$ cat config.mk
export PLATFORM = sky130hd
export DESIGN_NAME = serial_rom_mac_loader
export DESIGN_NICKNAME = d
export VERILOG_FILES = /design/src/rtl/rom_pkg.sv /design/src/rtl/rom_shift_if.sv /design/src/rtl/serial_rom_mac_loader.sv /design/src/rtl/rom_serial_shifter.sv
export SDC_FILE = /design/constraint.sdc
export NUM_CORES = 1
export LEC_CHECK = 0
export BUFFER_PORTS_ARGS = -buffer_cell sky130_fd_sc_hd__buf_4
export CAP_MARGIN = 20
export CORE_MARGIN = 4
export CORE_UTILIZATION = 50
export DETAILED_ROUTE_END_ITERATION = 16
export GPL_ROUTABILITY_DRIVEN = 1
export GPL_TIMING_DRIVEN = 0
export PLACE_DENSITY = 0.74
export SLEW_MARGIN = 20
export SYNTH_ARGS = -nofsm -noshare
export SYNTH_HDL_FRONTEND = slang
export SYNTH_SLANG_ARGS = --single-unit
$ cat constraint.sdc
create_clock -name mclk_in -period 3.5 [get_ports mclk_in]
set_input_delay 0 -clock mclk_in [delete_from_list [all_inputs] [get_ports mclk_in]]
set_output_delay 0 -clock mclk_in [all_outputs]
set_load 0.05 [all_outputs]
$ cat src/rtl/rom_pkg.sv
// constants and types for the serial rom address loader
// Notes on behaviour
// - after any reset, read location zero before any host operation runs
// - signature A5h at location zero: copy next six bytes into address bytes 0..5
// - set the loaded flag only after all six address bytes are written
// - no signature: stop and leave the station address untouched
// - reload repeats signature check and six-byte load; fails with flag clear
// - successful reload sets the load success bit
// - host sets busy to start; controller clears busy when done
// - read places fetched byte in data register before busy clears
// - no memory response in 30 ms: abandon and set timeout bit
// - interface disabled: data and clock pins become general outputs
// - erase clears the one location named by the location field
// - bulk erase clears all locations, with timeout as other programming
// - read fetches the location named by the location field
// - write programs the data register into the named location
// - fill programs the data register into every location
// - 10 serial clocks for erase, bulk erase, lock, unlock; 18 for others
// - memory is 128 locations of 8 bits, 7-bit location address
package rom_pkg;

    // ------------------------------
    // timing
    // ------------------------------
    localparam int CLK_MHZ       = 100;
    localparam int TIMEOUT_MS    = 30;
    localparam int TIMEOUT_CYC   = TIMEOUT_MS * 1000 * CLK_MHZ;
    localparam int SCLK_HALF_NS  = 80;
    localparam int SCLK_HALF_CYC = (SCLK_HALF_NS * CLK_MHZ + 999) / 1000;

    // ------------------------------
    // frame layout
    // ------------------------------
    localparam int SHORT_BITS = 10;
    localparam int LONG_BITS  = 18;
    localparam logic [1:0] OPC_READ  = 2'h2;
    localparam logic [1:0] OPC_WRITE = 2'h1;
    localparam logic [1:0] OPC_ERASE = 2'h3;
    localparam logic [1:0] OPC_MISC  = 2'h0;
    localparam logic [6:0] LOC_UNLOCK = 7'h60;
    localparam logic [6:0] LOC_LOCK   = 7'h00;
    localparam logic [6:0] LOC_BULK   = 7'h40;
    localparam logic [6:0] LOC_FILL   = 7'h20;

    // ------------------------------
    // address load and reset values
    // ------------------------------
    localparam logic [7:0]  SIGNATURE    = 8'hA5;
    localparam logic [2:0]  MAC_LAST_IDX = 3'h6;
    localparam logic        BUSY_RST     = 1'b1;
    localparam logic [31:0] ADDR_LO_RST  = 32'h0000_0000;
    localparam logic [15:0] ADDR_HI_RST  = 16'h0000;
    localparam logic [7:0]  DATA_RST     = 8'h00;

    typedef enum logic [2:0] {
        READ_CMD           = 3'h0,
        PROGRAM_LOCK_CMD   = 3'h1,
        PROGRAM_UNLOCK_CMD = 3'h2,
        WRITE_CMD          = 3'h3,
        FILL_ALL_CMD       = 3'h4,
        ERASE_CMD          = 3'h5,
        BULK_ERASE_CMD     = 3'h6,
        RELOAD_CMD         = 3'h7
    } rom_op_t;

endpackage

$ cat src/rtl/rom_shift_if.sv
// carrier between the controller and the serial shifter
`timescale 1ns/1ps
interface rom_shift_if;
    logic        start;
    logic [17:0] frame;
    logic [4:0]  nbits;
    logic        rd_mode;
    logic        di;
    logic        cs;
    logic        sclk;
    logic        dout;
    logic        oe;
    logic        done;
    logic [7:0]  rdata;

    modport ctrl    (output start, frame, nbits, rd_mode, di,
                     input cs, sclk, dout, oe, done, rdata);
    modport shifter (input start, frame, nbits, rd_mode, di,
                     output cs, sclk, dout, oe, done, rdata);
endinterface

$ cat src/rtl/serial_rom_mac_loader.sv
// serial rom controller: station address load and host rom operations
`timescale 1ns/1ps
module serial_rom_mac_loader
    import rom_pkg::*;
#(
    parameter int TIMEOUT_CYCLES = TIMEOUT_CYC,
    parameter int SCLK_HALF      = SCLK_HALF_CYC
) (
    // clock, reset, enable
    input  wire logic        mclk_in,
    input  wire logic        rst_in,
    input  wire logic        ce_in,
    // command register write
    input  wire logic        cmd_wr_in,
    input  wire logic [2:0]  cmd_op_in,
    input  wire logic [6:0]  cmd_loc_in,
    input  wire logic        cmd_busy_in,
    // data register write
    input  wire logic        data_wr_in,
    input  wire logic [7:0]  data_in,
    // station address writes by software
    input  wire logic        addr_low_wr_in,
    input  wire logic [31:0] addr_low_in,
    input  wire logic        addr_high_wr_in,
    input  wire logic [15:0] addr_high_in,
    // pin sharing
    input  wire logic        rom_if_disable_in,
    input  wire logic        gp_data_value_in,
    input  wire logic        gp_clock_value_in,
    // register views
    output logic             rom_busy_bit_out,
    output logic             rom_timeout_bit_out,
    output logic             rom_load_success_bit_out,
    output logic [2:0]       rom_operation_code_field_out,
    output logic [6:0]       rom_location_field_out,
    output logic [7:0]       serial_rom_data_reg_out,
    output logic [31:0]      station_address_low_reg_out,
    output logic [15:0]      station_address_high_reg_out,
    // rom pins
    output logic             rom_cs_out,
    output logic             rom_clock_pin_out,
    output logic             rom_data_pin_out,
    output logic             rom_data_pin_oe_out,
    input  wire logic        rom_data_pin_in
);
    localparam int CW = $clog2(TIMEOUT_CYCLES + 1);

    // ------------------------------
    // parameter checks
    // ------------------------------
    if (SCLK_HALF < 4 || SCLK_HALF > 255) begin : g_bad_half
        $error("serial clock half period out of range");
    end
    if (TIMEOUT_CYCLES < SCLK_HALF) begin : g_bad_to
        $error("timeout shorter than a serial clock phase");
    end

    typedef enum logic [3:0] {
        S_IDLE  = 4'b0001,
        S_SHIFT = 4'b0010,
        S_GAP   = 4'b0100,
        S_POLL  = 4'b1000
    } ctl_state_t;

    // ------------------------------
    // frame builder, used for address loads and host operations
    // ------------------------------
    function automatic logic [17:0] build_frame(input rom_op_t op,
                                                input logic [6:0] loc,
                                                input logic [7:0] dat);
        logic [1:0] opc;
        logic [6:0] a;
        opc = OPC_MISC;
        a   = loc;
        case (op)
            READ_CMD, RELOAD_CMD: opc = OPC_READ;
            WRITE_CMD:          opc = OPC_WRITE;
            ERASE_CMD:          opc = OPC_ERASE;
            FILL_ALL_CMD:       a = LOC_FILL;
            BULK_ERASE_CMD:     a = LOC_BULK;
            PROGRAM_UNLOCK_CMD: a = LOC_UNLOCK;
            PROGRAM_LOCK_CMD:   a = LOC_LOCK;
            default:            opc = OPC_MISC;
        endcase
        return {1'b1, opc, a, dat}; // start, opcode, 7-bit location
    endfunction

    // programming ops need the ready poll, and so the timeout
    function automatic logic is_prog(input rom_op_t op);
        return op inside {WRITE_CMD, FILL_ALL_CMD, ERASE_CMD, BULK_ERASE_CMD};
    endfunction

    // clock count per operation
    function automatic logic [4:0] bits_for(input rom_op_t op);
        if (op inside {READ_CMD, RELOAD_CMD, WRITE_CMD, FILL_ALL_CMD}) return 5'(LONG_BITS);
        return 5'(SHORT_BITS);
    endfunction

    rom_shift_if sh ();

    rom_serial_shifter #(
        .HALF_CYC (SCLK_HALF)
    ) u_shift (
        .mclk_in (mclk_in),
        .rst_in  (rst_in),
        .ce_in   (ce_in),
        .sh      (sh.shifter)
    );

    // ------------------------------
    // data pin synchroniser: three stages, change taken when 2 and 3 agree
    // ------------------------------
    logic di_s1_q, di_s2_q, di_s3_q, di_q, di_d;

    always_comb begin
        di_d = di_q;
        if (di_s2_q == di_s3_q) begin
            di_d = di_s3_q;
        end
    end

    always_ff @(posedge mclk_in) begin
        if (rst_in) begin
            di_s1_q <= 1'b0;
            di_s2_q <= 1'b0;
            di_s3_q <= 1'b0;
            di_q    <= 1'b0;
        end else if (ce_in) begin
            di_s1_q <= rom_data_pin_in;
            di_s2_q <= di_s1_q;
            di_s3_q <= di_s2_q;
            di_q    <= di_d;
        end
    end

    // ------------------------------
    // controller state
    // ------------------------------
    ctl_state_t  state_q, state_d;
    rom_op_t     op_q, op_d;
    logic [6:0]  loc_q, loc_d;
    logic [7:0]  data_q, data_d;
    logic        busy_q, busy_d;
    logic        to_q, to_d;
    logic        loaded_q, loaded_d;
    logic        load_q, load_d;
    logic [2:0]  idx_q, idx_d;
    logic [CW-1:0] cnt_q, cnt_d;
    logic        start_q, start_d;
    logic [31:0] lo_q, lo_d;
    logic [15:0] hi_q, hi_d;

    assign sh.start   = start_q;
    assign sh.di      = di_q;
    assign sh.rd_mode = load_q || op_q == READ_CMD;
    assign sh.nbits   = load_q ? 5'(LONG_BITS) : bits_for(op_q);
    assign sh.frame   = load_q ? build_frame(READ_CMD, {4'h0, idx_q}, data_q)
                               : build_frame(op_q, loc_q, data_q);

    // next values; hardware writes to the address registers win over software
    always_comb begin
        state_d  = state_q;
        op_d     = op_q;
        loc_d    = loc_q;
        data_d   = data_q;
        busy_d   = busy_q;
        to_d     = to_q;
        loaded_d = loaded_q;
        load_d   = load_q;
        idx_d    = idx_q;
        cnt_d    = cnt_q;
        start_d  = 1'b0;
        lo_d     = lo_q;
        hi_d     = hi_q;
        if (addr_low_wr_in) begin
            lo_d = addr_low_in;
        end
        if (addr_high_wr_in) begin
            hi_d = addr_high_in;
        end
        // command and data writes only while idle; a busy command is left alone
        if (!busy_q && cmd_wr_in) begin
            op_d   = rom_op_t'(cmd_op_in);
            loc_d  = cmd_loc_in;
            busy_d = cmd_busy_in;
            if (cmd_busy_in) begin
                to_d = 1'b0;
            end
        end
        if (!busy_q && data_wr_in) begin
            data_d = data_in;
        end
        case (state_q)
            S_IDLE: begin
                if (load_q) begin
                    start_d = 1'b1;
                    state_d = S_SHIFT;
                end else if (busy_q && op_q == RELOAD_CMD) begin
                    load_d   = 1'b1;
                    idx_d    = 3'h0;
                    loaded_d = 1'b0;
                end else if (busy_q) begin
                    start_d = 1'b1;
                    state_d = S_SHIFT;
                end
            end
            S_SHIFT: begin
                if (sh.done) begin
                    state_d = S_IDLE;
                    if (load_q && idx_q == 3'h0) begin
                        if (sh.rdata == SIGNATURE) begin
                            idx_d = 3'h1;
                        end else begin
                            load_d = 1'b0; // address untouched
                            busy_d = 1'b0;
                        end
                    end else if (load_q) begin
                        case (idx_q)
                            3'h1:    lo_d[7:0]   = sh.rdata;
                            3'h2:    lo_d[15:8]  = sh.rdata;
                            3'h3:    lo_d[23:16] = sh.rdata;
                            3'h4:    lo_d[31:24] = sh.rdata;
                            3'h5:    hi_d[7:0]   = sh.rdata;
                            default: hi_d[15:8]  = sh.rdata;
                        endcase // bytes 0..5 in order
                        if (idx_q == MAC_LAST_IDX) begin
                            load_d   = 1'b0;
                            busy_d   = 1'b0;
                            loaded_d = 1'b1; // after all six bytes
                        end else begin
                            idx_d = idx_q + 3'h1;
                        end
                    end else if (op_q == READ_CMD) begin
                        data_d = sh.rdata; // with busy clearing
                        busy_d = 1'b0;
                    end else if (is_prog(op_q)) begin
                        state_d = S_GAP;
                        cnt_d   = '0;
                    end else begin
                        busy_d = 1'b0;
                    end
                end
            end
            S_GAP: begin
                // select low for one phase before the ready poll
                if (cnt_q == CW'(SCLK_HALF - 1)) begin
                    state_d = S_POLL;
                    cnt_d   = '0;
                end else begin
                    cnt_d = cnt_q + 1'b1;
                end
            end
            S_POLL: begin
                // the synchronised pin still shows the pre-poll level at first
                if (di_q && cnt_q >= CW'(SCLK_HALF)) begin
                    state_d = S_IDLE;
                    busy_d  = 1'b0;
                end else if (cnt_q == CW'(TIMEOUT_CYCLES - 1)) begin
                    state_d = S_IDLE;
                    to_d    = 1'b1;
                    busy_d  = 1'b0;
                end else begin
                    cnt_d = cnt_q + 1'b1;
                end
            end
            default: begin
                state_d = S_IDLE;
                busy_d  = 1'b0;
                load_d  = 1'b0;
            end
        endcase
    end

    // reset starts the address load with busy held high
    always_ff @(posedge mclk_in) begin
        if (rst_in) begin
            state_q  <= S_IDLE;
            op_q     <= RELOAD_CMD;
            loc_q    <= 7'h00;
            data_q   <= DATA_RST;
            busy_q   <= BUSY_RST;
            to_q     <= 1'b0;
            loaded_q <= 1'b0;
            load_q   <= 1'b1; // location zero first
            idx_q    <= 3'h0;
            cnt_q    <= '0;
            start_q  <= 1'b0;
            lo_q     <= ADDR_LO_RST;
            hi_q     <= ADDR_HI_RST;
        end else if (ce_in) begin
            state_q  <= state_d;
            op_q     <= op_d;
            loc_q    <= loc_d;
            data_q   <= data_d;
            busy_q   <= busy_d;
            to_q     <= to_d;
            loaded_q <= loaded_d;
            load_q   <= load_d;
            idx_q    <= idx_d;
            cnt_q    <= cnt_d;
            start_q  <= start_d;
            lo_q     <= lo_d;
            hi_q     <= hi_d;
        end
    end

    // ------------------------------
    // pin registers; disabled interface hands pins to general outputs
    // ------------------------------
    logic cs_d, ck_d, dq_d, oe_d;

    always_comb begin
        if (rom_if_disable_in) begin
            cs_d = 1'b0;
            ck_d = gp_clock_value_in;
            dq_d = gp_data_value_in;
            oe_d = 1'b1;
        end else begin
            cs_d = sh.cs || state_q == S_POLL;
            ck_d = sh.sclk;
            dq_d = sh.dout;
            oe_d = sh.oe;
        end
    end

    always_ff @(posedge mclk_in) begin
        if (rst_in) begin
            rom_cs_out          <= 1'b0;
            rom_clock_pin_out   <= 1'b0;
            rom_data_pin_out    <= 1'b0;
            rom_data_pin_oe_out <= 1'b0;
        end else if (ce_in) begin
            rom_cs_out          <= cs_d;
            rom_clock_pin_out   <= ck_d;
            rom_data_pin_out    <= dq_d;
            rom_data_pin_oe_out <= oe_d;
        end
    end

    // register views are the state flip-flops themselves
    assign rom_busy_bit_out = busy_q;
    assign rom_timeout_bit_out = to_q;
    assign rom_load_success_bit_out = loaded_q;
    assign rom_operation_code_field_out = op_q;
    assign rom_location_field_out = loc_q;
    assign serial_rom_data_reg_out = data_q;
    assign station_address_low_reg_out = lo_q;
    assign station_address_high_reg_out = hi_q;
endmodule

$ cat src/rtl/rom_serial_shifter.sv
// serial frame engine: chip select, divided clock, data out and in
`timescale 1ns/1ps
module rom_serial_shifter
    import rom_pkg::*;
#(
    parameter int HALF_CYC = SCLK_HALF_CYC
) (
    // clock, reset, enable
    input  wire logic   mclk_in,
    input  wire logic   rst_in,
    input  wire logic   ce_in,
    // controller side
    rom_shift_if.shifter sh
);
    logic        act_q, act_d;
    logic        sclk_q, sclk_d;
    logic        done_q, done_d;
    logic [7:0]  div_q, div_d;
    logic [4:0]  bit_q, bit_d;
    logic [17:0] sr_q, sr_d;
    logic [7:0]  rd_q, rd_d;

    // ------------------------------
    // next state: bit presented while clock low, sampled at falling edge
    // ------------------------------
    always_comb begin
        act_d  = act_q;
        sclk_d = sclk_q;
        done_d = 1'b0;
        div_d  = div_q;
        bit_d  = bit_q;
        sr_d   = sr_q;
        rd_d   = rd_q;
        if (!act_q) begin
            if (sh.start) begin
                act_d  = 1'b1;
                sclk_d = 1'b0;
                div_d  = 8'h00;
                bit_d  = 5'h00;
                sr_d   = sh.frame; // msb first
            end
        end else if (div_q == 8'(HALF_CYC - 1)) begin
            div_d = 8'h00;
            if (!sclk_q) begin
                sclk_d = 1'b1;
            end else begin
                sclk_d = 1'b0;
                rd_d   = {rd_q[6:0], sh.di};
                sr_d   = {sr_q[16:0], 1'b0};
                if (bit_q == sh.nbits - 5'h01) begin // exact clock count
                    act_d  = 1'b0;
                    done_d = 1'b1;
                end else begin
                    bit_d = bit_q + 5'h01;
                end
            end
        end else begin
            div_d = div_q + 8'h01;
        end
    end

    // ------------------------------
    // registers
    // ------------------------------
    always_ff @(posedge mclk_in) begin
        if (rst_in) begin
            act_q  <= 1'b0;
            sclk_q <= 1'b0;
            done_q <= 1'b0;
            div_q  <= 8'h00;
            bit_q  <= 5'h00;
            sr_q   <= 18'h00000;
            rd_q   <= 8'h00;
        end else if (ce_in) begin
            act_q  <= act_d;
            sclk_q <= sclk_d;
            done_q <= done_d;
            div_q  <= div_d;
            bit_q  <= bit_d;
            sr_q   <= sr_d;
            rd_q   <= rd_d;
        end
    end

    // the pin is released after the address so the memory can answer
    assign sh.cs    = act_q;
    assign sh.sclk  = sclk_q;
    assign sh.dout  = sr_q[17];
    assign sh.oe    = act_q && (!sh.rd_mode || bit_q < 5'(SHORT_BITS));
    assign sh.done  = done_q;
    assign sh.rdata = rd_q;
endmodule

# After elaboration in Yosys (flattened, before gate mapping)
# Cells that the tools add are included.
[op_classes]
order_cmp = 2
n_eq_ne = 45
n_reduce_logical = 34
n_addsub = 5
n_bitwise = 1
muxes = 122
[op_table]
columns = ["cell", "count"]
rows = [
  ["22-bit 2-to-1 mux", 8],
  ["32-bit 2-to-1 mux", 5],
  ["8-bit 2-to-1 mux", 15],
  ["16-bit 2-to-1 mux", 5],
  ["18-bit 2-to-1 mux", 4],
  ["22-bit one-hot mux with 3 select lines", 1],
  ["1-bit 2-to-1 mux", 50],
  ["5-bit 2-to-1 mux", 8],
  ["3-bit 2-to-1 mux", 11],
  ["4-bit 2-to-1 mux", 7],
  ["2-bit != test (second input constant)", 14],
  ["7-bit one-hot mux with 4 select lines", 1],
  ["22-bit by 1-bit adder with 22-bit output (second input constant)", 1],
  ["22-bit equality test (second input constant)", 1],
  ["22-bit by 3-bit equality test with 1-bit output (second input constant)", 1],
  ["22-bit by 4-bit >= comparator with 1-bit output (second input constant)", 1],
  ["3-bit equality test (second input constant)", 7],
  ["3-bit != test (second input constant)", 7],
  ["17-bit 2-to-1 mux", 1],
  ["4-bit one-hot mux with 4 select lines", 1],
  ["8-bit AND reduction", 2],
  ["3-bit by 2-bit equality test with 1-bit output (second input constant)", 4],
  ["4-bit AND reduction", 3],
  ["9-bit AND reduction", 1],
  ["other kinds (33)", 50],
]
[totals]
in_bits = 78
out_inout_bits = 73
wordCells = 237
regBits = 150

# Logic depth before layout (Yosys ltp)
# Gate-level depths: netlist of run 1.
[logic_depth]
ltp_word = 11
ltp_mapped = 10
mapped_depth_nobuf = 8

# Cells and area by module
# A second synthesis of run 1 with hierarchy kept.
[unflattened]
cells_unflattened = 908
area_unflattened_um2 = 7985.2
[by_module_without_submodules]
columns = ["mod", "cells_each", "seq_area_each_um2", "area_per_inst_um2", "instances"]
rows = [
  ["serial_rom_mac_loader", 681, 2162.1, 5829.3, 1],
  ["rom_serial_shifter", 227, 840.8, 2155.8, 1],
]

# Least setup slack after synthesis of run 1
# Ideal clock, no wire load.
[synth_path]
path_type = "register to register"
start = "reg state_q[2]"
end = "reg cnt_q[14]"
required_time_ns = 3.430
path_buffers = 3
setup_slack_ns = 1.059
stages_incl_launch_ff = 10
synth_period_minus_slack_ns = 2.441
t_arrival_ns = 2.370
setup_time_ns = 0.070
cell_sequence = "dfxtp_1 buf_6 or4b_1 buf_6 a2111oi_4 o21a_4 nand3_4 buf_6 or4_1 a21oi_1"
[synth_between]
elab_chain_len = 3
elab_cells_between_ends = 13
cone_classes = "10 x eq/ne; 1 x mux; 2 x reduce/logical"
[synth_rtl]
columns = ["element", "line", "text"]
rows = [
  ["start: declaration", "serial_rom_mac_loader.sv:139", "ctl_state_t state_q, state_d;"],
  ["start signal: assignment", "serial_rom_mac_loader.sv:291", "state_q <= state_d;"],
  ["4-bit equality test, or another cell as far along", "serial_rom_mac_loader.sv:193", "case (state_q)"],
  ["2-bit != test (no source line), or another cell as far along", "--", ""],
  ["9-bit AND reduction (no source line)", "--", ""],
  ["end signal: assignment", "serial_rom_mac_loader.sv:300", "cnt_q <= cnt_d;"],
  ["end: declaration", "serial_rom_mac_loader.sv:148", "logic [CW-1:0] cnt_q, cnt_d;"],
]
# Parallel ways exist; a longest one is shown, timed or not.
# A chain may end at the register's enable or synchronous reset.

# Worst setup path after layout of run 1
[layout_path]
start = "reg state_q[1]"
end = "reg hi_q[12] (netlist: station_address_high_reg_out[12])"
[layout_between]
elab_chain_len = 2
[layout_rtl]
columns = ["element", "line", "text"]
rows = [
  ["4-bit by 2-bit equality test with 1-bit output", "serial_rom_mac_loader.sv:193", ""],
  ["16-bit 2-to-1 mux", "serial_rom_mac_loader.sv:193", ""],
  ["end signal: assignment", "serial_rom_mac_loader.sv:303", "hi_q <= hi_d;"],
  ["end: declaration", "serial_rom_mac_loader.sv:151", "logic [15:0] hi_q, hi_d;"],
]
# Every way passes these cells.

==> impl_metrics.toml, run 1 <==
[critical_path]
end_kind = "flop"
cp_top_family = "compound AO/OA/AOI/OAI gates"
worstSetupStartpointType = "flop"
criticalPathCategory = "flop to flop"
crit_slowest_cell = "a2111oi_4"
rr_endpoint = "station_address_high_reg_out[12]$_SDFFE_PP0P_"
reg2regPathDepth = 7
rrSetupSlack_ns = 0.47
required_ns = 3.81
cp.arrival_ns = 3.35
cp_slowest_stage_delay_ns = 0.82
path_max_fanout = 10
path_cells = "nor4b_2, nand3_1, a2111oi_4, o21a_1, buf_2, nor2_1, a211oi_1"
crit_buf_inv = 1
r2r_start = "state_q[1]$_SDFFE_PP0P_"

[logic_synthesis]
synth_cells = 873
ys_warn_count = 0
synth.top_cell.area_share = 0.4062
synth_top_family_by_area = "simple AND/OR/NAND/NOR gates"
synth_cell_types = 60
ys_top_cells_by_area = "dfxtp_1 41%, mux2i_1 8.3%, a211oi_1 7.5%, nor2_1 6.4%, a21oi_1 4.0%"
synth_common_cells = "150 x dfxtp_1, 127 x nor2_1, 74 x a211oi_1, 61 x mux2i_1, 59 x a21oi_1"
synth_top_area_cell = "dfxtp_1"
yosysMostFrequentCell = "dfxtp_1"
syn_area_um2 = 7392
synthXorXnorAreaFrac = 0.01659
yosysSeqAreaShare = 0.4062
synth_fa_ha_area_frac = 0.01693
synth_edf_count = 0
synth-compound-area-share = 0.2077
synthesis.nets = 961
yosys-mux-area-fraction = 0.08260
yosys_most_used_dff = "dfxtp_1"
ys_ff_latch = 150
synth.avg_cell_area_um2 = 8.467
synth_simple_gate_area_frac = 0.2202
synth-async-reset-ratio = 0

[clocking]
cts_tree = "done"
insertion_delay_ns = 0.43
clkSinkCount = 150
numCtsBuffers = 17
clk_pin_slew_ns = 0.06
root_buffer = "clkbuf_16"
htree_levels = 4
ctsLongestPathBuffers = 2

[pwr]
ir_drop_v = 0.0003620
p_leak_nw = 3.922
power_density_nw_per_um2 = 447.1

[floorplanning]
die_height_um = 129.6
initial_core_util = 0.5086
io_pins = 151
die_area_um2 = 16790
num_rows = 44
die_w_um = 129.6
coreArea_um2 = 14530

[cells_and_area]
fill_cells = 1161
multiInputGateArea_um2 = 4021
insertedDiodeCount = 0
seqCellArea_um2 = 3003
nets = 1189
drive_above_1_share = 0.1860
areaGrowthSynthToFinish_pct = 34.75

[timing]
drv_slew = 0
rsz0062_at_grt = "no"
slew_headroom = 0.3980
tightestPinTransition_ns = 0.9030
period_minus_slack_ns = 3.031
hold_violations = 0
fin_skew_ns = 0.005910
fin_ws_ns = 0.4687
fmax_mhz = 329.9
finalCritPeriodShare = 0.8661
setup_viol = 0
setup-tns-final_ns = 0

[placement]
place_congestion = 0.8575
hpwlAfterDp_mm = 15.70
portBuffers = 149
post-place-ws_ns = 0.6247

[grt]
gr-total-overflow = 0
grt_pass1_wl_mm = 36.21
first_global_vias = 7072
grt_antenna_before_repair = 0
grtUsageTotal = 0.2720
grt_max_degree = 17

[outcome]
outcome = "finished, final reports clean"

[drt]
wl_per_cell_um = 18.00
drt-pass1-iter-count = 5
drc = 0
ant_nets = 0
dr.first_iter.drc_count = 494
via_per_inst = 5.800
wl_mm = 23.34
vias = 7523

[run]
cap_viol_max_count = 0

[min_path]
min_path_cells = 4
min_path_type = "input port to flop"
hold_end = "station_address_high_reg_out[7]$_SDFFE_PP0P_"
hp-start = "addr_high_in[7]"
power breakdown:
| part | total (mW) | internal [mW] | leakage, nW | switching (mW) |
|---|---|---|---|---|
| Combinational | 0.694 | 0.271 | 2.39 | 0.423 |
| Sequential | 1.83 | 1.78 | 1.22 | 0.0548 |
| Clock | 1.93 | 1.21 | 0.306 | 0.713 |
timing repair:
action / CTS / global route
endpoints found under the hold margin: 58 / 1
resized for setup: 0 / 0
setup endpoints to repair: 0 / 0
buffers inserted: 0 / 0
hold buffers: 59 / 1
cell type report:
class / instances / share of cell area
timing repair buffer: 209 / 0.1726
multi-input combinational: 636 / 0.4037
tap: 184 / 0.02311
sequential: 150 / 0.3015
buffer: 64 / 0.02826
clock inverter: 7 / 0.01181
clock buffer: 24 / 0.05037
inverter: 23 / 0.008667
worst max path at each step:
stage                             startpoint                                             to  slack (ns)  cells past startpoint
6_report             state_q[1]$_SDFFE_PP0P_  station_address_high_reg_out[12]$_SDFFE_PP0P_        0.47                      7
4_1_cts        u_shift.div_q[3]$_SDFFE_PP0P_                  u_shift.bit_q[3]$_SDFFE_PP0P_        0.57                      7
3_3_place_gp   u_shift.div_q[3]$_SDFFE_PP0P_                  u_shift.bit_q[3]$_SDFFE_PP0P_        0.63                      7
5_1_grt              state_q[1]$_SDFFE_PP0P_  station_address_high_reg_out[12]$_SDFFE_PP0P_        0.24                      7
3_5_place_dp   u_shift.div_q[3]$_SDFFE_PP0P_                  u_shift.bit_q[3]$_SDFFE_PP0P_        0.62                      7
2_1_floorplan        state_q[2]$_SDFFE_PP0P_                         cnt_q[14]$_SDFFE_PP0P_        1.06                      9
logic make-up after synthesis:
| family | count (synthesis) |
|---|---|
| simple gates | 323 |
| buf+inv | 87 |
| flops | 150 |
| mux | 61 |
| xor+xnor | 14 |
| fa+ha+maj | 10 |
| compound gates | 228 |
cell usage in the layout, fill, tap and decap left out, types with 6 or more instances in the layout:
cell type / count
nand3b_1: 18
nand2_1: 57
nand4_1: 10
nor3_1: 7
xor2_1: 7
or3_1: 23
clkbuf_16: 17
or4_1: 11
nand2b_1: 6
nor2_1: 127
o21ai_0: 38
dlygate4sd3_1: 60
a211oi_1: 74
a21oi_1: 59
o31ai_1: 12
clkbuf_1: 44
buf_2: 9
xnor2_1: 7
nor4_1: 7
mux2i_1: 61
nand3_1: 22
buf_1: 8
and3_1: 8
ha_1: 10
dfxtp_1: 150
buf_4: 151
inv_1: 23
sequential cells by signal, summed over array words and instances, names as in the netlist, 3 cells and up:
signal / cells
state_q: 4
u_shift.sh.rdata: 8
u_shift.sr_q: 18
serial_rom_data_reg_out: 8
u_shift.bit_q: 5
rom_operation_code_field_out: 3
u_shift.div_q: 8
station_address_low_reg_out: 32
station_address_high_reg_out: 16
idx_q: 3
rom_location_field_out: 7
cnt_q: 22
worst min-delay path: cells and delay by family:
kind                   cells  cell delay, ns
AND/OR/NAND/NOR            1            0.14
AO/OA/AOI/OAI              2            0.17
buffers and inverters      1            0.10
per-stage QoR:
step | std cells | total power, mW | hold slack (ns) | area, um^2 | util
detailed placement | 1206 | 2.493 | 0.2118 | 8741 | 0.6014
CTS | 1296 | 4.448 | 0.001021 | 9951 | 0.6847
global route | 1297 | 4.587 | 0.03089 | 9961 | 0.6853
global placement | 1206 | 2.484 | 0.2091 | 8741 | 0.6014
floorplan | 873 | 2.263 | 0.1178 | 7392 | -
finish | 1297 | 4.453 | 0.02362 | 9961 | 0.6853
routing by layer:
layer / part of all wire / GRT usage / routed length [um]
met5: 0 / 0 / 0
met4: 0.028 / 0.1143 / 646
met3: 0.063 / 0.05936 / 1477
met2: 0.48 / 0.4349 / 11160
met1: 0.43 / 0.3562 / 10060
Power figures use the tool's default switching activity.
==> run 2: changes to the inputs <==
Settings changed: CORE_UTILIZATION 50 to 55, PLACE_DENSITY 0.74 to 0.8.
==> impl_metrics.toml, run 2 (same netlist as run 1, synthesis figures left out) <==
[outcome]
outcome = "finished, final reports clean"

[cells_and_area]
drive_above_1_share = 0.1890
insertedDiodeCount = 0
design_area_um2 = 9962
nets = 1186
layout_commonest_cell = "buf_4"
fill_cells = 905
largest_reg_flops = 32
most-common-layout-cells = "151 x buf_4, 150 x dfxtp_1, 127 x nor2_1"
areaGrowthSynthToFinish_pct = 34.77

[floorplanning]
coreArea_um2 = 13190
num_rows = 42
io_pins = 151
initial_core_util = 0.5604
die_w_um = 123.9
die_height_um = 123.9
die_area_um2 = 15360

[placement]
post-place-ws_ns = 0.6694
place_congestion = 0.8860
portBuffers = 149
place_area_um2 = 8731
hpwlAfterDp_mm = 15.33

[clocking]
clkSinkCount = 150
clk_pin_slew_ns = 0.06
cts_resized = 0
root_buffer = "clkbuf_16"
cts_setup_buffers = 0
htree_levels = 4
insertion_delay_ns = 0.43
ctsLongestPathBuffers = 2
cts_tree = "done"
numCtsBuffers = 17

[min_path]
hold_end = "station_address_high_reg_out[0]$_SDFFE_PP0P_"
min_path_cells = 4
min_path_type = "input port to flop"
hp-start = "addr_high_in[0]"

[run]
cap_viol_max_count = 0

[timing]
slew_headroom = 0.3526
hold_violations = 0
setup_viol = 0
rsz0062_at_grt = "no"
finalCritPeriodShare = 0.8862
drv_slew = 0
fin_skew_ns = 0.006960
fin_ws_ns = 0.3982
setup-tns-final_ns = 0
period_minus_slack_ns = 3.102
fmax_mhz = 322.4
hold_ws_ns = 0.008462
tightestPinTransition_ns = 0.9711

[drt]
drc = 0
ant_nets = 0
via_per_inst = 6.025
vias = 7754
wl_mm = 23.76
dr.first_iter.drc_count = 791
drt-pass1-iter-count = 6
wl_per_cell_um = 18.46

[grt]
grt_max_degree = 17
grtUsageTotal = 0.3100
gr-total-overflow = 0
grt_pass1_wl_mm = 37.58
grt_antenna_before_repair = 0
first_global_vias = 7488

[critical_path]
criticalPathCategory = "flop to flop"
required_ns = 3.81
cp.arrival_ns = 3.41
r2r_start = "state_q[1]$_SDFFE_PP0P_"
reg2regPathDepth = 8
end_kind = "flop"
rrSetupSlack_ns = 0.40
rr_endpoint = "station_address_low_reg_out[15]$_SDFFE_PP0P_"
path_max_fanout = 10
crit_start = "state_q[1]$_SDFFE_PP0P_"
worstSetupStartpointType = "flop"

[pwr]
p_leak_nw = 3.922
power_density_nw_per_um2 = 457.3
ir_drop_v = 0.0004687
power_mw = 4.556
run 2: cell count changes in the layout (fill, tap and decap cells not counted):
cell           before  now
inv_6               0    1
bufinv_16           3    4
clkbuf_1           44   42
clkinv_2            2    1
dlygate4sd3_1      60   57
clkinvlp_4          0    2
run 2: repair_timing:
action | CTS | global route
setup endpoints to repair | 0 | 0
endpoints found under the hold margin | 55 | 0
hold buffers | 57 | 0
run 2: where the power goes:
part	total [mW]	internal (mW)	switching, mW
logic	0.692	0.268	0.424
clock network	2.03	1.29	0.736
registers	1.84	1.78	0.0571
run 2: cell type report:
cell class / count / area [um^2] / area share
well taps: 176 / 220.2 / 0.02210
flip-flops and latches: 150 / 3003 / 0.3014
multi-input cells: 636 / 4021 / 0.4037
clock inverters: 10 / 166.4 / 0.01670
inverters: 23 / 86.33 / 0.008666
clock buffers: 22 / 494.2 / 0.04961
repair buffers: 206 / 1689 / 0.1696
plain buffers: 64 / 281.5 / 0.02826
run 2: through the flow:
| stage | cells | util |
|---|---|---|
| final | 1287 | 0.7553 |
| after global routing | 1287 | 0.7553 |
| after CTS | 1287 | 0.7553 |
| after detailed placement | 1198 | 0.6619 |
| after global placement | 1198 | 0.6619 |
| after floorplan | 873 | - |
run 2: worst max-delay path: stages, from the launching register on:
cell	delay, ns
dfxtp_1	0.47
nor4b_2	0.42
nand3_1	0.22
nor4b_1	0.34
buf_2	0.35
o21a_1	0.31
clkbuf_1	0.42
nor2_1	0.12
a211oi_1	0.33
run 2: metal layers:
layer,GRT usage,share of wire,vias to the layer above
met5,0,0,-
met4,0.1157,0.032,0
met3,0.07402,0.079,81
met2,0.5086,0.48,408
met1,0.3973,0.41,3631
li1,-,-,3634
run 2: worst max path at each step:
stage                                                          endpoint  slack (ns)  cells past startpoint
after global placement    station_address_high_reg_out[12]$_SDFFE_PP0P_        0.74                      8
after floorplan                                  cnt_q[14]$_SDFFE_PP0P_        1.06                      9
after CTS                  station_address_low_reg_out[21]$_SDFFE_PP0P_        0.56                     10
after global routing       station_address_low_reg_out[15]$_SDFFE_PP0P_        0.26                      8
after detailed placement  station_address_high_reg_out[12]$_SDFFE_PP0P_        0.67                      7
final                      station_address_low_reg_out[15]$_SDFFE_PP0P_        0.40                      8
==> run 3: changes to the inputs <==
Settings changed: CAP_MARGIN 20 to default, CORE_UTILIZATION 55 to 40, PLACE_DENSITY 0.8 to 0.72.
==> impl_metrics.toml, run 3 (same netlist as run 1, synthesis figures left out) <==
[critical_path]
cp_top_family = "compound AO/OA/AOI/OAI gates"
required_ns = 3.83
end_kind = "flop"
r2r_start = "state_q[1]$_SDFFE_PP0P_"
crit_buf_inv = 1
path_cells = "nor4b_2, nand3_1, a2111oi_4, o21a_1, buf_2, nor2_1, a211oi_1"
criticalPathCategory = "flop to flop"
reg2regPathDepth = 7
path_max_fanout = 10
rrSetupSlack_ns = 0.49
crit_slowest_cell = "a2111oi_4"
rr_endpoint = "station_address_high_reg_out[12]$_SDFFE_PP0P_"
cp_slowest_stage_delay_ns = 0.85
worstSetupStartpointType = "flop"
cp.arrival_ns = 3.34

[timing]
period_minus_slack_ns = 3.010
setup-tns-final_ns = 0
finalCritPeriodShare = 0.8601
slew_headroom = 0.3737
fin_skew_ns = 0.009704
setup_viol = 0
tightestPinTransition_ns = 0.9394
drv_slew = 0
rsz0062_at_grt = "no"
fmax_mhz = 332.2
hold_violations = 0

[placement]
hpwlAfterDp_mm = 15.99
post-place-cells = 1251
place_congestion = 0.8477
portBuffers = 149

[run]
cap_viol_max_count = 0

[grt]
grt_max_degree = 17
grtUsageTotal = 0.2243
gr-total-overflow = 0
grt_pass1_wl_mm = 36.92
grt_antenna_before_repair = 0
first_global_vias = 7221

[clocking]
clk_pin_slew_ns = 0.06
insertion_delay_ns = 0.43
root_buffer = "clkbuf_16"
cts_resized = 0
clkSinkCount = 150
htree_levels = 4
ctsLongestPathBuffers = 2
numCtsBuffers = 17
cts_tree = "done"

[floorplanning]
io_pins = 151
coreArea_um2 = 18090
die_height_um = 143.9
die_area_um2 = 20720
die_w_um = 143.9
initial_core_util = 0.4087
num_rows = 49

[cells_and_area]
insertedDiodeCount = 0
stdcell_count = 1339
areaGrowthSynthToFinish_pct = 34.68
fill_cells = 1625
drive_above_1_share = 0.1883
nets = 1185
largest_reg_flops = 32
most-common-layout-cells = "151 x buf_4, 150 x dfxtp_1, 127 x nor2_1"
layout_commonest_cell = "buf_4"
final_util = 0.5505

[min_path]
min_path_cells = 4
hold_end = "station_address_high_reg_out[5]$_SDFFE_PP0P_"
hp-start = "addr_high_in[5]"
min_path_type = "input port to flop"

[pwr]
p_leak_nw = 3.890
power_density_nw_per_um2 = 442.1
ir_drop_v = 0.0003550

[drt]
drt-pass1-iter-count = 5
via_per_inst = 5.600
dr.first_iter.drc_count = 637
wl_mm = 23.69
vias = 7499
wl_per_cell_um = 17.70
ant_nets = 0
drc = 0

[outcome]
outcome = "finished, final reports clean"
==> run 3: layout make-up <==
| type | count | area (um^2) | share of cell area |
|---|---|---|---|
| clock inverters | 13 | 155.1 | 0.01558 |
| flip-flops and latches | 150 | 3003 | 0.3016 |
| repair buffers | 205 | 1679 | 0.1687 |
| well taps | 229 | 286.5 | 0.02878 |
| inverters | 23 | 86.33 | 0.008672 |
| multi-input cells | 636 | 4021 | 0.4039 |
| plain buffers | 64 | 281.5 | 0.02828 |
| clock buffers | 19 | 442.9 | 0.04449 |
==> run 3: how the worst max path moves through the flow <==
stage	slack [ns]	end	depth (start not counted)	start
4_1_cts	0.63	station_address_high_reg_out[12]$_SDFFE_PP0P_	7	state_q[1]$_SDFFE_PP0P_
3_3_place_gp	0.66	station_address_high_reg_out[14]$_SDFFE_PP0P_	8	state_q[0]$_SDFFE_PP1P_
3_5_place_dp	0.64	station_address_high_reg_out[12]$_SDFFE_PP0P_	7	state_q[1]$_SDFFE_PP0P_
2_1_floorplan	1.06	cnt_q[14]$_SDFFE_PP0P_	9	state_q[2]$_SDFFE_PP0P_
6_report	0.49	station_address_high_reg_out[12]$_SDFFE_PP0P_	7	state_q[1]$_SDFFE_PP0P_
5_1_grt	0.30	station_address_high_reg_out[13]$_SDFFE_PP0P_	7	state_q[1]$_SDFFE_PP0P_
==> run 3: worst min-delay path: stages <==
cell      delay [ns]
buf_4           0.10
nand3b_1        0.14
o21ai_0         0.08
a211oi_1        0.07
==> run 3: layer usage <==
| metal | global-route usage | routed length [um] | up-vias |
|---|---|---|---|
| li1 | - | - | 3620 |
| met1 | 0.2869 | 10150 | 3542 |
| met2 | 0.3628 | 11330 | 275 |
| met3 | 0.05258 | 1494 | 62 |
| met4 | 0.09564 | 726 | 0 |
| met5 | 0 | 0 | - |
==> run 3: per-stage QoR <==
stage,instance area [um^2],hold WS [ns],total power [mW],setup WS [ns]
after floorplan,7392,0.1178,2.263,1.059
after global placement,8797,0.2064,2.489,0.6644
after detailed placement,8797,0.2102,2.496,0.6377
after CTS,9956,0.0003935,4.406,0.6286
after global routing,9956,0.02302,4.544,0.2998
final,9956,0.01207,4.402,0.4895
==> run 3: repair_timing <==
| action | 4_1_cts | 5_1_grt |
|---|---|---|
| buffers inserted | 0 | 0 |
| hold endpoints to repair | 56 | 0 |
| hold buffers | 56 | 0 |
==> run 3: power breakdown <==
part / internal [mW] / switching [mW]
sequential: 1.78 / 0.0536
combinational: 0.266 / 0.422
clock: 1.14 / 0.744
